### config.mk
export PLATFORM = sky130hd
export DESIGN_NAME = fpc_ctrl
export DESIGN_NICKNAME = d
export VERILOG_FILES = /design/src/core/fpc_sync.v /design/src/core/fpc_qual.v /design/src/core/fpc_ctrl.v
export VERILOG_INCLUDE_DIRS = /design/src /design/src/core
export SDC_FILE = /design/constraint.sdc
export NUM_CORES = 1
export LEC_CHECK = 0
export ABC_AREA = 0
export BUFFER_PORTS_ARGS = -buffer_cell sky130_fd_sc_hd__buf_2
export CAP_MARGIN = 20
export CORE_UTILIZATION = 50
export CTS_CLUSTER_DIAMETER = 120
export DETAILED_ROUTE_END_ITERATION = 10
export PLACE_DENSITY = 0.7
export SYNTH_ARGS = -nofsm -noshare
export SYNTH_HDL_FRONTEND = slang
export SYNTH_SLANG_ARGS = --single-unit
### constraint.sdc
create_clock -name clk -period 22.9 [get_ports clk]
set_input_delay 3.435 -clock clk [delete_from_list [all_inputs] [get_ports clk]]
set_output_delay 3.435 -clock clk [all_outputs]
set_load 0.005 [all_outputs]
### src/core/fpc_defines.vh
/*
 constants for the flyback pulse and protection controller: timing counts at 125 MHz,
 load and valley codes, and fault blanking times.
 assumes an 8 ns clock; times are kept in ns and converted with the macros below.
*/
`ifndef FPC_DEFINES_VH
`define FPC_DEFINES_VH

`define FPC_CLK_NS            8
// least times round up, longest round down
`define FPC_CYC_UP(ns)        (((ns) + `FPC_CLK_NS - 1) / `FPC_CLK_NS)
`define FPC_CYC_DN(ns)        ((ns) / `FPC_CLK_NS)

`define FPC_LEB_NS            160
`define FPC_LEB_CYC           `FPC_CYC_UP(`FPC_LEB_NS)
`define FPC_OC2_WIN_NS        150
`define FPC_OC2_WIN_CYC       `FPC_CYC_DN(`FPC_OC2_WIN_NS)
`define FPC_TOFF_MAX_NS       47000
`define FPC_TOFF_MAX_CYC      `FPC_CYC_DN(`FPC_TOFF_MAX_NS)
`define FPC_HALF_DEF_NS       10000000
`define FPC_HALF_DEF_CYC      `FPC_CYC_DN(`FPC_HALF_DEF_NS)
`define FPC_OVP_BLANK_NS      100000
`define FPC_OVP_BLANK_CYC     `FPC_CYC_UP(`FPC_OVP_BLANK_NS)
`define FPC_OTP_BLANK_NS      18000
`define FPC_OTP_BLANK_CYC     `FPC_CYC_UP(`FPC_OTP_BLANK_NS)
`define FPC_VS_OV_BLANK_NS    20000
`define FPC_VS_OV_BLANK_CYC   `FPC_CYC_UP(`FPC_VS_OV_BLANK_NS)
`define FPC_SUP_BLANK_NS      1000
`define FPC_SUP_BLANK_CYC     `FPC_CYC_UP(`FPC_SUP_BLANK_NS)
`define FPC_RESTART_NS        500000000
`define FPC_RESTART_CYC       `FPC_CYC_DN(`FPC_RESTART_NS)
`define FPC_WAKE_DEF_NS       5000000
`define FPC_WAKE_DEF_CYC      `FPC_CYC_DN(`FPC_WAKE_DEF_NS)

// load current codes in microamps, valley step and maximum, on-time clamp percent
`define FPC_BURST_ENTRY_CODE  10'd560
`define FPC_MIN_LOAD_CODE     10'd610
`define FPC_VALLEY_JUMP       6'd10
`define FPC_VALLEY_MAX        6'd32
`define FPC_PLIM_PCT          7'd85

// jitter half periods: 222 Hz and 266.4 Hz triangles
`define FPC_TRI50_NS          4504504
`define FPC_TRI60_NS          3753753
`define FPC_TRI50_HALF_CYC    `FPC_CYC_DN(`FPC_TRI50_NS / 2)
`define FPC_TRI60_HALF_CYC    `FPC_CYC_DN(`FPC_TRI60_NS / 2)

`endif

### src/core/fpc_sync.v
/*
 two flip-flop synchroniser, one per bit of a bus.
 assumes the inputs come from comparators outside the clock domain.
*/
`timescale 1ns/100ps
`default_nettype none
module fpc_sync #(
   parameter W = 8
) (
   input  wire         clk,
   input  wire         nrst,
   input  wire [W-1:0] d,
   output reg  [W-1:0] q
);
   reg [W-1:0] meta;
   always @(posedge clk) begin
      if (!nrst) begin
         meta <= {W{1'b0}};
         q    <= {W{1'b0}};
      end else begin
         meta <= d;
         q    <= meta;
      end
   end
endmodule
`default_nettype wire

### src/core/fpc_qual.v
/*
 qualification timer: out rises once in has been high for more than LEN cycles.
 assumes in is already synchronised; one instance per blanked comparator.
*/
`timescale 1ns/100ps
`default_nettype none
module fpc_qual #(
   parameter LEN = 20,
   parameter CW  = 16
) (
   input  wire clk,
   input  wire nrst,
   input  wire in,
   output reg  out
);
   reg [CW-1:0] cnt;
   always @(posedge clk) begin
      if (!nrst || !in) begin
         cnt <= {CW{1'b0}};
         out <= 1'b0;
      end else if (cnt >= LEN[CW-1:0]) begin
         out <= 1'b1;
      end else begin
         cnt <= cnt + {{(CW-1){1'b0}}, 1'b1};
      end
   end
endmodule
`default_nettype wire

### src/core/fpc_ctrl.v
/*
 pulse generation and protection for a quasi-resonant flyback controller.
 assumes comparator flags and codes from the analog front end; flags pass a synchroniser here, except
 vin_below_plim, vin_at_brownin, dc_input, line_synced and line_is_60hz, which like the codes are taken as stable on the same clock.
*/
`timescale 1ns/100ps
`default_nettype none
`include "fpc_defines.vh"
module fpc_ctrl #(
   parameter PW          = 16,
   parameter TOFF_CYC    = `FPC_TOFF_MAX_CYC,
   parameter HALF_CYC    = `FPC_HALF_DEF_CYC,
   parameter RESTART_CYC = `FPC_RESTART_CYC,
   parameter WAKE_CYC    = `FPC_WAKE_DEF_CYC,
   parameter OVP_CYC     = `FPC_OVP_BLANK_CYC,
   parameter OTP_CYC     = `FPC_OTP_BLANK_CYC,
   parameter VSOV_CYC    = `FPC_VS_OV_BLANK_CYC,
   parameter TRI50_CYC   = `FPC_TRI50_HALF_CYC,
   parameter TRI60_CYC   = `FPC_TRI60_HALF_CYC
) (
   input  wire          clk,
   input  wire          nrst,
   input  wire          vcc_above_on,
   input  wire          vcc_above_min,
   input  wire          vcc_above_max,
   input  wire          vcc_below_wake,
   input  wire          vcc_above_burst_stop,
   input  wire          cs_above_oc1,
   input  wire          cs_above_oc2,
   input  wire          overtemp,
   input  wire          load_sense_ov,
   input  wire          load_sense_ov_release,
   input  wire          zero_crossing_pin,
   input  wire          demag,
   input  wire          vin_below_plim,
   input  wire          vin_at_brownin,
   input  wire          dc_input,
   input  wire          line_half_edge,
   input  wire          line_synced,
   input  wire          line_is_60hz,
   input  wire [9:0]    load_code,
   input  wire [5:0]    mapped_valley,
   input  wire [7:0]    mapped_duty,
   input  wire [PW-1:0] pulse_len,
   output reg           gate_drive_output,
   output reg           startup_pullup_en,
   output reg           quasi_resonant_mode,
   output reg           fault_restart,
   output reg           overcurrent_level_two,
   output reg           switching_blocked,
   output reg  [5:0]    valley_count
);
   localparam ST_OFF   = 3'd0;
   localparam ST_WAIT  = 3'd1;
   localparam ST_ON    = 3'd2;
   localparam ST_FAULT = 3'd3;
   localparam ST_PAUSE = 3'd4;

   // synchronised comparator flags
   wire [11:0] raw = {zero_crossing_pin, demag, line_half_edge, vcc_above_on, vcc_above_min,
                      vcc_above_max, vcc_below_wake, vcc_above_burst_stop, cs_above_oc1,
                      cs_above_oc2, overtemp, load_sense_ov};
   wire [11:0] sy;
   fpc_sync #(.W(12)) u_sync (.clk(clk), .nrst(nrst), .d(raw), .q(sy));
   wire s_zcd   = sy[11];
   wire s_demag = sy[10];
   wire s_half  = sy[9];
   wire s_on    = sy[8];
   wire s_min   = sy[7];
   wire s_wake  = sy[5];
   wire s_bstop = sy[4];
   wire s_oc1   = sy[3];
   wire s_oc2   = sy[2];
   reg          s_rel;
   reg          s_rel_m;

   wire q_vmax;
   wire q_otp;
   wire q_vsov;
   wire q_ovp;
   fpc_qual #(.LEN(`FPC_SUP_BLANK_CYC), .CW(16)) u_qvmax (
      .clk(clk), .nrst(nrst), .in(sy[6]), .out(q_vmax));
   fpc_qual #(.LEN(OTP_CYC), .CW(16)) u_qotp (
      .clk(clk), .nrst(nrst), .in(sy[1]), .out(q_otp));
   fpc_qual #(.LEN(VSOV_CYC), .CW(16)) u_qvsov (
      .clk(clk), .nrst(nrst), .in(sy[0]), .out(q_vsov));
   fpc_qual #(.LEN(OVP_CYC), .CW(16)) u_qovp (
      .clk(clk), .nrst(nrst), .in(s_oc1 & s_demag), .out(q_ovp));

   reg  [2:0]    state;
   reg  [2:0]    next_state;
   reg  [PW-1:0] tcnt;
   reg  [31:0]   rcnt;
   reg  [31:0]   half_cnt;
   reg  [31:0]   half_len;
   reg  [5:0]    vcnt;
   reg  [5:0]    lowest;
   reg           zcd_d;
   reg           half_d;
   reg           uvlo_ok;
   reg           vs_block;
   reg           wake_burst;
   reg  [31:0]   wake_cnt;
   reg  [31:0]   burst_len;
   reg  [31:0]   burst_cnt;
   reg           burst_active;
   reg           wake_evt_r;
   reg  [7:0]    oc1_cnt;
   reg  [7:0]    oc2_win;
   reg  [31:0]   tri_cnt;
   reg           tri_up;
   reg  [PW-1:0] jit;

   wire zcd_fall  = zcd_d & ~s_zcd;
   wire half_tick = (s_half & ~half_d) | (~line_synced & (half_cnt >= half_len));
   wire hard_fault = overcurrent_level_two | q_vmax | q_otp | q_ovp;
   wire burst_sel  = load_code >= `FPC_BURST_ENTRY_CODE;

   // on-time limit: full length or 85 percent clamp
   wire [PW+6:0] plim_prod = pulse_len * `FPC_PLIM_PCT;
   wire [PW+6:0] plim_quo  = plim_prod / 7'd100;
   wire [PW-1:0] plim_len  = plim_quo[PW-1:0];
   wire [PW-1:0] base_on   = (vin_at_brownin & ~vin_below_plim) ? plim_len
                                                               : pulse_len;
   wire [PW-1:0] on_len    = dc_input ? base_on - jit : base_on;
   wire [31:0]   tri_half  = line_is_60hz ? TRI60_CYC[31:0] : TRI50_CYC[31:0];
   wire          on_done   = ({1'b0, tcnt} + {{PW{1'b0}}, 1'b1}) >= {1'b0, on_len};

   // synchroniser for release comparator, kept with its user
   always @(posedge clk) begin
      if (!nrst) begin
         s_rel_m <= 1'b0;
         s_rel   <= 1'b0;
      end else begin
         s_rel_m <= load_sense_ov_release;
         s_rel   <= s_rel_m;
      end
   end

   // supply lockout and load-sense block
   always @(posedge clk) begin
      if (!nrst) begin
         uvlo_ok  <= 1'b0;
         vs_block <= 1'b0;
      end else begin
         if (!s_min)
            uvlo_ok <= 1'b0;
         else if (s_on)
            uvlo_ok <= 1'b1;
         if (q_vsov)
            vs_block <= 1'b1;
         else if (s_rel)
            vs_block <= 1'b0;
      end
   end

   // jitter triangle
   always @(posedge clk) begin
      if (!nrst || !dc_input) begin
         tri_cnt <= 32'h0;
         tri_up  <= 1'b1;
         jit     <= {PW{1'b0}};
      end else begin
         if (tri_cnt >= tri_half) begin
            tri_cnt <= 32'h0;
            tri_up  <= ~tri_up;
         end else begin
            tri_cnt <= tri_cnt + 32'h1;
         end
         if (tri_cnt[9:0] == 10'h0) begin
            if (tri_up && jit < (base_on >> 3))
               jit <= jit + {{(PW-1){1'b0}}, 1'b1};
            else if (!tri_up && jit != {PW{1'b0}})
               jit <= jit - {{(PW-1){1'b0}}, 1'b1};
         end
      end
   end

   // valley selection and half-cycle timing
   always @(posedge clk) begin
      if (!nrst) begin
         half_d       <= 1'b0;
         half_cnt     <= 32'h0;
         half_len     <= HALF_CYC;
         lowest       <= `FPC_VALLEY_MAX;
         valley_count <= 6'h1;
      end else begin
         half_d <= s_half;
         if (half_tick) begin
            half_cnt <= 32'h0;
            if (line_synced)
               half_len <= half_cnt;
         end else begin
            half_cnt <= half_cnt + 32'h1;
         end
         if (burst_sel) begin
            if (wake_evt_r)
               valley_count <= mapped_valley;
            lowest <= `FPC_VALLEY_MAX;
         end else if (half_tick) begin
            valley_count <= (mapped_valley < lowest) ? mapped_valley : lowest;
            lowest       <= `FPC_VALLEY_MAX;
         end else begin
            if (mapped_valley < lowest)
               lowest <= mapped_valley;
            if (mapped_valley < valley_count)
               valley_count <= mapped_valley;
            else if ({1'b0, mapped_valley} >= {1'b0, valley_count} + {1'b0, `FPC_VALLEY_JUMP})
               valley_count <= mapped_valley;
         end
      end
   end

   // burst wake schedule
   always @(posedge clk) begin
      if (!nrst) begin
         wake_cnt     <= 32'h0;
         wake_evt_r   <= 1'b0;
         wake_burst   <= 1'b0;
         burst_active <= 1'b0;
         burst_len    <= 32'h0;
         burst_cnt    <= 32'h0;
         startup_pullup_en <= 1'b1;
      end else begin
         wake_evt_r <= 1'b0;
         if (!burst_sel) begin
            wake_cnt     <= 32'h0;
            wake_burst   <= 1'b0;
            burst_active <= 1'b0;
            startup_pullup_en <= 1'b1;
         end else begin
            if (s_wake) begin
               wake_burst   <= 1'b1;
               burst_active <= 1'b1;
               wake_cnt     <= 32'h0;
               startup_pullup_en <= 1'b0;
            end else if (wake_burst) begin
               if (s_bstop) begin
                  wake_burst   <= 1'b0;
                  burst_active <= 1'b0;
                  startup_pullup_en <= 1'b1;
               end
            end else if (wake_cnt >= WAKE_CYC) begin
               wake_cnt   <= 32'h0;
               wake_evt_r <= 1'b1;
               burst_cnt  <= 32'h0;
               // pulsing time = duty/256 of the wake interval
               burst_len    <= (WAKE_CYC >> 8) * {24'h0, mapped_duty};
               burst_active <= (load_code < `FPC_MIN_LOAD_CODE);
            end else begin
               wake_cnt <= wake_cnt + 32'h1;
               if (burst_active) begin
                  burst_cnt <= burst_cnt + 32'h1;
                  if (burst_cnt >= burst_len)
                     burst_active <= 1'b0;
               end
            end
         end
      end
   end

   // switching state machine
   always @* begin
      next_state = state;
      case (state)
         ST_OFF:   if (uvlo_ok) next_state = ST_WAIT;
         ST_WAIT: begin
            if (!burst_sel || burst_active) begin
               if ({1'b0, vcnt} + 7'h1 >= {1'b0, valley_count} && zcd_fall)
                  next_state = ST_ON;
               else if (tcnt >= TOFF_CYC[PW-1:0])
                  next_state = ST_ON;
            end
         end
         ST_ON:    if (on_done || oc1_cnt >= `FPC_LEB_CYC) next_state = ST_WAIT;
         ST_FAULT: if (rcnt >= RESTART_CYC) next_state = ST_OFF;
         default:  next_state = ST_OFF;
      endcase
      if (hard_fault && state != ST_FAULT)
         next_state = ST_FAULT;
      else if (!uvlo_ok)
         next_state = ST_OFF;
      else if (vs_block && state == ST_ON)
         next_state = ST_WAIT;
   end

   always @(posedge clk) begin
      if (!nrst) begin
         state   <= ST_OFF;
         tcnt    <= {PW{1'b0}};
         rcnt    <= 32'h0;
         vcnt    <= 6'h0;
         zcd_d   <= 1'b0;
         oc1_cnt <= 8'h0;
         oc2_win <= 8'h0;
         overcurrent_level_two <= 1'b0;
      end else begin
         state <= next_state;
         zcd_d <= s_zcd;
         if (next_state != state) begin
            tcnt <= {PW{1'b0}};
            vcnt <= 6'h0;
         end else begin
            if (tcnt != {PW{1'b1}})
               tcnt <= tcnt + {{(PW-1){1'b0}}, 1'b1};
            if (zcd_fall && vcnt != 6'h3f)
               vcnt <= vcnt + 6'h1;
         end
         rcnt <= (state == ST_FAULT) ? rcnt + 32'h1 : 32'h0;
         oc1_cnt <= (state == ST_ON && s_oc1) ? oc1_cnt + 8'h1 : 8'h0;
         if (!s_oc1)
            oc2_win <= 8'h0;
         else if (oc2_win != 8'hff)
            oc2_win <= oc2_win + 8'h1;
         if (state == ST_FAULT && next_state == ST_OFF)
            overcurrent_level_two <= 1'b0;
         else if (state == ST_ON && s_oc2 && s_oc1 && oc2_win <= `FPC_OC2_WIN_CYC)
            overcurrent_level_two <= 1'b1;
      end
   end

   always @(posedge clk) begin
      if (!nrst) begin
         gate_drive_output   <= 1'b0;
         quasi_resonant_mode <= 1'b1;
         fault_restart       <= 1'b0;
         switching_blocked   <= 1'b0;
      end else begin
         gate_drive_output   <= (next_state == ST_ON) && !vs_block;
         quasi_resonant_mode <= ~burst_sel;
         fault_restart       <= (next_state == ST_FAULT);
         switching_blocked   <= vs_block;
      end
   end
endmodule
`default_nettype wire

### Word level (Yosys, flattened, before mapping)

Index checks and enable logic that the tools add are counted.

* add/subtract/negate cells: 19
* multiply operators: 2
* divide/modulo/power cells: 1
* $lt $le $gt $ge: 20
* eq/ne operators: 12
* multiplexer cells: 38
* bitwise logic cells: 18
* reduce and logical (&&, ||, !) cells: 56

Operator list (count)
* $add A32 B1 Y32 const B: 5
* $add A16 B1 Y16 const B: 6
* $mux W32: 3
* $mux W16: 4
* $mux W6: 6
* $ge A16 B12 Y1 const B: 2
* $ge A32 B19 Y1: 1
* $ge A32 B20 Y1: 1
* $ge A32 B20 Y1 const B: 1
* $ge A32 B26 Y1 const B: 1
* $ge A32 B32 Y1: 1
* $mux W3: 8
* $div A23 B7 Y23 const B: 1
* $mul A16 B7 Y23 const B: 1
* $mul A12 B8 Y20 const A: 1
* $mux W19: 1
* $reduce_and A2 Y1: 9
* $add A16 B1 Y17 const B: 1
* $ge A17 B16 Y1: 1
* $add A8 B1 Y8 const B: 2
* $ge A16 B13 Y1 const B: 1
* $ge A16 B14 Y1 const B: 1
* $ge A16 B7 Y1 const B: 1
* $lt A16 B13 Y1: 1
* 38 further kinds: 106

* bits in registers: 389
* input port bits: 60
* output and inout bits: 12
* logic and storage cells: 207

### Logic depth before layout (Yosys ltp)

Gate-level depths: netlist of the first run.

* word-level depth: 15
* gate-level depth with buffers: 88
* mapped depth without buffers: 78

### Hierarchy

A second synthesis of the first run with hierarchy kept.

* cells, all modules: 3240
* area total of the unflattened synthesis: 27211.1 um^2

By module, submodules not included
* fpc_ctrl: times used 1, cells each 2852, area an instance 23402.4 um^2, sequential area each 5945.7 um^2
* fpc_qual at u_qovp: times used 1, cells each 97, area an instance 899.6 um^2, sequential area each 340.3 um^2
* fpc_qual at u_qotp: times used 1, cells each 87, area an instance 792.0 um^2, sequential area each 340.3 um^2
* fpc_qual at u_qvsov: times used 1, cells each 79, area an instance 725.7 um^2, sequential area each 340.3 um^2
* fpc_qual at u_qvmax: times used 1, cells each 75, area an instance 715.7 um^2, sequential area each 340.3 um^2
* fpc_sync: times used 1, cells each 50, area an instance 675.6 um^2, sequential area each 480.5 um^2

### Worst setup path before layout of the first run

No wires, ideal clock.

* path kind: in2reg
* start point: in pulse_len[1]
* end point: reg tcnt[12]
* setup time: 0.070 ns
* data arrival time: 19.623 ns
* data required time: 22.830 ns
* path slack: 3.206 ns
* stages: 78
* path buffers: 4
* cells stage by stage: ha_1 > inv_1 > fa_1 > inv_1 > ha_1 > inv_1 > fa_1 > inv_1 > ha_1 > o21a_1 > a2bb2oi_4 > a21bo_4 > o22ai_4 > xnor2_2 > nor2_1 > o311ai_4 > nand2_4 > o31a_1 > (+42 left out) > a21oi_1 > o21bai_1 > a21oi_1 > o21bai_1 > a21oi_1 > xnor2_1 > a21oi_1 > ha_1 > nand4_1 > or4_1 > nand4_1 > a21oi_1 > a211o_1 > a41oi_1 > xnor2_1 > nand4_1 > clkbuf_1 > a21oi_1

* longest elaborated chain between the ends: 14

Ends and longest elaborated chain
* start: declaration: line fpc_ctrl.v:44 `input wire [PW-1:0] pulse_len,`
* $mul A16 B7 Y23 (no source line)
* $div A23 B7 Y23: line fpc_ctrl.v:121 `wire [PW+6:0] plim_quo = plim_prod / 7'd100;`
* $mux W16 (*): line fpc_ctrl.v:123 `wire [PW-1:0] base_on = (vin_at_brownin & ~vin_below_plim) ? plim_len`
* $sub A16 B16 Y16: line fpc_ctrl.v:125 `wire [PW-1:0] on_len = dc_input ? base_on - jit : base_on;`
* $mux W16 (*): line fpc_ctrl.v:125
* $ge A17 B16 Y1 (*): line fpc_ctrl.v:127 `wire on_done = ({1'b0, tcnt} + {{PW{1'b0}}, 1'b1}) >= {1'b0, on_len};`
* $logic_or A1 B1 Y1 (no source line) (*)
* $mux W3 (*): line fpc_ctrl.v:275 `` ST_ON: if (on_done || oc1_cnt >= `FPC_LEB_CYC) next_state = ST_WAIT; ``
* $pmux W3 S4 (*): line fpc_ctrl.v:265 `case (state)`
* $mux W3 (*): line fpc_ctrl.v:283 `else if (vs_block && state == ST_ON)`
* $mux W3 (*): line fpc_ctrl.v:281 `else if (!uvlo_ok)`
* $mux W3 (*): line fpc_ctrl.v:279 `if (hard_fault && state != ST_FAULT)`
* $ne A3 B3 Y1 (*): line fpc_ctrl.v:300 `if (next_state != state) begin`
* $reduce_or A2 Y1 (no source line) (*)
* end signal: assignment: line fpc_ctrl.v:290 `tcnt <= {PW{1'b0}};`
* end signal: assignment: line fpc_ctrl.v:301 `tcnt <= {PW{1'b0}};`
* end signal: assignment: line fpc_ctrl.v:305 `tcnt <= tcnt + {{(PW-1){1'b0}}, 1'b1};`
* end: declaration: line fpc_ctrl.v:92 `reg [PW-1:0] tcnt;`

Every way passes the cells marked *; elsewhere a longest branch is shown, timed or not.
A chain may end at the register's enable or synchronous reset.

### Worst setup path after layout of the first run

* start point: in pulse_len[3]
* end point: reg tcnt[4]

The elaborated chain is that of the path after synthesis.

==> flow_summary.toml, run 1 <==
[outcome]
outcome = "completed"

[timing]
finClkSkew_ns = 0.02452
finalHoldViolCount = 0
setup_viol = 0
setup_tns_ns = 0
worst_pin_slew_ns = 1.021
slew_viol_final = 0
min_period_ns = 21.67
grt_setup_unrepaired = "no"
maxSlewHeadroom_pct = 31.91
max_freq_mhz = 46.15
fin_crit_sh_pct = 94.63

[grt]
track_usage_pct = 21.25
grt_max_degree = 49
first_global_vias = 21530
grt_overflow = 0
antenna_found_initial = 0
grt_pass1_wl_mm = 98.46

[routing]
ant_nets = 0
avgRoutedWirePerCell_um = 14.69
drtIter0Drc = 1040
first_pass_iters = 5
vias = 22130
vias_per_cell = 5.587
routed_wirelength_mm = 58.18
drc = 0

[critical_path]
worstReg2RegStart = "half_cnt[0]$_SDFF_PP0_"
crit_top_cell = "a21oi_1"
end_kind = "register"
critPathMaxFanout = 16
path_delay_family = "compound AO/OA/AOI/OAI gates"
slowest_stage = "a31oi_2"
r2r_slack_ns = 15.53
reg2reg_to = "half_cnt[11]$_SDFF_PP0_"
cp_slowest_stage_delay_ns = 0.68
worst_ep_arrival_time_ns = 22.15
crit_type = "in -> reg"
cp-start-kind = "input pin"
reg2reg_depth = 40
critPathRequiredTime_ns = 23.38
cp.buffers_inverters = 7

[place]
gp_congestion = 0.8952
dp_hpwl_mm = 43.30
portBuffers = 70
dp.cells = 3875
place_area_um2 = 27510

[floorplanning]
core_um2 = 52550
die_width_um = 232.5
dieArea_um2 = 54050
die_h_um = 232.5
num_rows = 84
io_pins = 72
start_util_pct = 50.55

[synth]
synth_seq_cells = 389
synthTopCellsByArea = "dfxtp_1 (29%), ha_1 (13%), xor2_1 (5.3%)"
syn_avg_cell_area_um2 = 8.354
syn_inst = 3180
synth_ff_type = "dfxtp_1"
synthDistinctLibCells = 133
synth_top_cell_by_area = "dfxtp_1"
synth_top_area_share_pct = 29.32
yosysWarnings = 0
synthesis.area_um2 = 26560
synth-async-reset-ratio_pct = 0
synth-seq-area-share_pct = 29.32
synth_edf_count = 0

[cells_and_area]
area.growth.synth_to_final_pct = 9.594
final_layout_size_suffix_gt1_share_pct = 8.191
layout.nets = 3606
n_fill_cell = 4767
design_area_um2 = 29110
final_core_util_pct = 55.40
diodes = 0
seq_area_um2 = 7787
multi_input_area_um2 = 17550
instances_no_fill = 3960

[job]
drv_cap = 0

[min_path]
hp-class = "reg -> reg"
worstHoldEndpoint = "u_sync.q[10]$_SDFF_PN0_"
worstHoldStart = "u_sync.meta[10]$_SDFF_PN0_"
min_path_cells = 1

[cts]
numCtsBuffers = 43
h-tree-depth = 2
clkTransAtPathRegs_ns = 0.06
cts_root_buffer = "clkbuf_16"
cts_tree = "yes"
cts_sinks = 389
clk_latency_ns = 0.58
clockBufferDepth = 3
hold_buffers = 0
through the flow:
| step | setup slack (ns) | hold slack, ns |
|---|---|---|
| 6_report | 1.230 | 0.4241 |
| 3_3_place_gp | 0.8462 | 0.4162 |
| 3_5_place_dp | 0.4833 | 0.4225 |
| 5_1_grt | 0.06924 | 0.4457 |
| 4_1_cts | 1.031 | 0.4253 |
| 2_1_floorplan | 3.206 | 0.4077 |
cells by family after synthesis:
logic type	count (synthesis)	synth area share [%]
and+or+nand+nor	1132	20.33
AOI/OAI and AO/OA	683	18.16
DFF	389	29.32
buffers and inverters	331	5.007
adders and majority gates	312	15.62
xor gates and xnor gates	281	9.533
muxes	51	2.021
other	1	0.01412
flip-flops by register name (all words and copies together), names as in the netlist, 3 cells and up:
register and count:
burst_cnt 32, half_cnt 32, half_len 32, rcnt 32
tri_cnt 32, wake_cnt 32, burst_len 20, jit 16
tcnt 16, u_qotp.cnt 16, u_qovp.cnt 16, u_qvmax.cnt 16
u_qvsov.cnt 16, u_sync.meta 12, u_sync.q 12, oc1_cnt 8
oc2_win 8, lowest 6, valley_count 6, vcnt 6
state 3
worst max-delay path by stage:
stage / slack, ns / cells after the start / end / startpoint
floorplan: 3.21 / 78 / tcnt[12]$_SDFFE_PP0P_ / pulse_len[1]
global placement: 0.85 / 76 / tcnt[3]$_SDFFE_PP0P_ / pulse_len[3]
detailed placement: 0.48 / 78 / tcnt[9]$_SDFFE_PP0P_ / pulse_len[3]
CTS: 1.03 / 78 / tcnt[4]$_SDFFE_PP0P_ / pulse_len[3]
global route: 0.07 / 78 / tcnt[9]$_SDFFE_PP0P_ / pulse_len[3]
finish: 1.23 / 78 / tcnt[4]$_SDFFE_PP0P_ / pulse_len[3]
timing repair:
item / CTS / global route
gates resized for setup: 0 / 10
setup endpoints to repair: 0 / 22
buffers inserted: 0 / 4
cell usage in the layout, fill, tap and decap left out, types with 41 or more instances in the layout:
cell type    n
dfxtp_1    389
nor2_1     366
nand2_1    274
ha_1       274
inv_1      241
a21oi_1    192
xor2_1     161
xnor2_1    112
nand3_1    107
o21ai_0     97
and3_1      78
a21o_1      76
buf_2       70
nor3_1      54
and2_1      47
nand4_1     44
clkbuf_16   43
mux2i_1     41
layer usage:
layer / GRT usage, % / vias to the layer above / part of all wire, %
met1: 27.00 / 10520 / 47
met2: 37.84 / 284 / 49
met3: 2.194 / 73 / 2.5
li1: - / 11250 / -
met5: 0 / - / 0
met4: 5.923 / 0 / 1.8
worst reg2reg max path, delay by kind of cell, from the launching register on:
kind,cells,cell delay (ns)
AND/OR/NAND/NOR,5,0.77
flip-flops,1,0.42
AO/OA/AOI/OAI,31,5.27
buffers and inverters,3,0.55
adder cells (fa/ha/maj),1,0.28
synthesized netlist by cell type, drive strengths merged, types with 34 or more instances:
library cell / count
a31oi: 34
xor2: 164
nand3: 108
dfxtp: 389
ha: 274
clkbuf: 59
nand2: 277
nor2: 368
mux2i: 43
and2: 49
fa: 34
o21ai: 120
a21oi: 199
inv: 241
xnor2: 117
nand4: 44
nor3: 58
a21o: 78
and3: 80
area by class of cell:
class / instances / share of cell area [%]
Clock inverter: 22 / 0.9584
Clock buffer: 57 / 4.152
Inverter: 242 / 3.120
Timing Repair Buffer: 90 / 1.771
Tap cell: 688 / 2.957
Multi-Input combinational cell: 2472 / 60.29
Sequential cell: 389 / 26.75
Power of run 1 is not shown: default switching activity piles up to over one toggle a cycle in this logic, so the estimate is an artifact.
==> run 2, diff against run 1 <==
--- a/config.mk
+++ b/config.mk
@@ -15,4 +15,5 @@
 export PLACE_DENSITY = 0.7
 export SYNTH_ARGS = -nofsm -noshare
 export SYNTH_HDL_FRONTEND = slang
+export SYNTH_HIERARCHICAL = 1
 export SYNTH_SLANG_ARGS = --single-unit
==> flow_summary.toml, run 2 <==
[synth]
synthSimpleGateAreaFrac_pct = 21.44
synth_compound_area_share_pct = 20.06
ys_top_cells_by_count = "dfxtp_1 (389), nor2_1 (320), ha_1 (276)"
synthXorXnorAreaFrac_pct = 7.849
synth-seq-area-share_pct = 28.62
synth_ff_type = "dfxtp_1"
yosysMostFrequentCell = "dfxtp_1"
synth_seq_cells = 389
synth_top_family_by_area = "simple AND/OR/NAND/NOR gates"
synth_fa_ha_area_share_pct = 15.27
synthMuxAreaShare_pct = 1.715
synth_top_cell_by_area = "dfxtp_1"
synth-async-reset-ratio_pct = 0
syn_avg_cell_area_um2 = 8.398
synth_top_area_share_pct = 28.62
syn_inst = 3240
synthesis.area_um2 = 27210
yosysWarnings = 6
synthTopCellsByArea = "dfxtp_1 (29%), ha_1 (13%), nor2_1 (4.4%)"
synth_edf_count = 0
synthDistinctLibCells = 132

[cts]
cts_tree = "yes"
cts_root_buffer = "clkbuf_16"
clkTransAtPathRegs_ns = 0.06
clk_latency_ns = 0.58
cts_resized = 0
h-tree-depth = 2
hold_buffers = 0
numCtsBuffers = 43
cts_sinks = 389
cts_setup_buffers = 0
clockBufferDepth = 3

[grt]
track_usage_pct = 20.29
first_global_vias = 20820
grt_pass1_wl_mm = 97.18
antenna_found_initial = 1
grt_max_degree = 74
grt_overflow = 0

[timing]
slew_viol_final = 0
worst_pin_slew_ns = 1.134
setup_tns_ns = 0
maxSlewHeadroom_pct = 23.62
setup_viol = 0
finClkSkew_ns = 0.02781
finalHoldViolCount = 0
grt_setup_unrepaired = "no"
min_period_ns = 21.24
max_freq_mhz = 47.07
fin_crit_sh_pct = 92.77

[critical_path]
end_kind = "register"
worstReg2RegStart = "half_cnt[0]$_SDFF_PP0_"
reg2reg_to = "half_cnt[13]$_SDFF_PP0_"
slowest_stage = "o311ai_1"
critPathRequiredTime_ns = 23.40
cp_slowest_stage_delay_ns = 0.63
worst_ep_arrival_time_ns = 21.74
path_delay_family = "compound AO/OA/AOI/OAI gates"
cp.buffers_inverters = 5
reg2reg_depth = 40
r2r_slack_ns = 15.59
critPathMaxFanout = 22
crit_type = "in -> reg"
crit_top_cell = "a21oi_1"
cp-start-kind = "input pin"

[job]
drv_cap = 0

[cells_and_area]
final_core_util_pct = 54.70
area.growth.synth_to_final_pct = 8.175
diodes = 0
instances_no_fill = 4010
final_layout_size_suffix_gt1_share_pct = 8.268
layout_common_cells = "dfxtp_1 (389), nor2_1 (320), ha_1 (276), nand2_1 (267), inv_1 (233)"
final_common_cell = "dfxtp_1"
layout.nets = 3654

[routing]
drtIter0Drc = 1303
routed_wirelength_mm = 56.42
first_pass_iters = 5
vias = 22400
avgRoutedWirePerCell_um = 14.07
drc = 0
ant_nets = 0
vias_per_cell = 5.585

[floorplanning]
start_util_pct = 50.56
num_rows = 85
die_h_um = 235.3
io_pins = 72
die_width_um = 235.3
dieArea_um2 = 55360
core_um2 = 53810

[min_path]
worstHoldEndpoint = "s_rel$_SDFF_PN0_"
min_path_cells = 1
hp-class = "reg -> reg"
worstHoldStart = "s_rel_m$_SDFF_PN0_"

[place]
dp_hpwl_mm = 41.32
gp_congestion = 0.9381
portBuffers = 70
dp.cells = 3935

[outcome]
outcome = "completed"
run 2: changes by cell type after synthesis, sizes merged, moves of 11 or more:
cell    before  now
o21a        12   23
a31oi       34   20
xor2       164  125
nand3      108  122
mux2i       43   32
or4         10   28
o31ai       10   33
nor2       368  322
a21boi       4   42
run 2: layer usage:
metal  share of wire (%)  wire length [um]  global-route usage, %
met1                  49             27580                  26.90
met2                  46             25910                  34.44
met3                 3.1              1729                  2.650
met4                 2.1              1186                  5.744
met5               0.014                 8                      0
run 2: worst max path at each step:
stage / start / endpoint / slack (ns) / depth (start not counted)
floorplan: pulse_len[1] / tcnt[0]$_SDFFE_PP0P_ / 3.65 / 79
global placement: pulse_len[1] / tcnt[9]$_SDFFE_PP0P_ / 1.40 / 76
detailed placement: pulse_len[1] / tcnt[15]$_SDFFE_PP0P_ / 1.28 / 76
CTS: pulse_len[1] / tcnt[15]$_SDFFE_PP0P_ / 1.81 / 76
global route: pulse_len[1] / tcnt[11]$_SDFFE_PP0P_ / 0.19 / 77
finish: pulse_len[1] / tcnt[15]$_SDFFE_PP0P_ / 1.66 / 76
run 2: layout make-up:
cell class | count | area, um^2
Clock buffer | 55 | 1194
Clock inverter | 19 | 138.9
Fill cell | 4996 | 24380
Inverter | 233 | 874.6
Multi-Input combinational cell | 2534 | 18100
Sequential cell | 389 | 7787
Tap cell | 696 | 870.8
Timing Repair Buffer | 84 | 465.4
run 2: cell families (layout without fill, tap and decap cells):
family                     count (synthesis)  in the layout
and+or+nand+nor                         1155           1155
AOI/OAI and AO/OA                        769            769
DFF                                      389            389
buffers and inverters                    329            391
adders and majority gates                313            313
xor gates and xnor gates                 243            243
muxes                                     41             41
other                                      1             13
run 2: worst register-to-register path: cells and delay by family (launching register included):
family	cells	cell delay, ns
AO/OA/AOI/OAI	31	5.21
adder cells (fa/ha/maj)	1	0.28
buffers and inverters	3	0.52
flip-flops	1	0.42
AND/OR/NAND/NOR	5	0.79
run 2: per-stage QoR:
step | setup WS [ns] | hold slack, ns | cell area (um^2)
global route | 0.1888 | 0.4489 | 29440
finish | 1.656 | 0.4295 | 29440
global placement | 1.400 | 0.4169 | 28090
floorplan | 3.650 | 0.4119 | 27260
detailed placement | 1.284 | 0.4193 | 28090
CTS | 1.815 | 0.4328 | 29420
Power of run 2 is left out for the same reason.
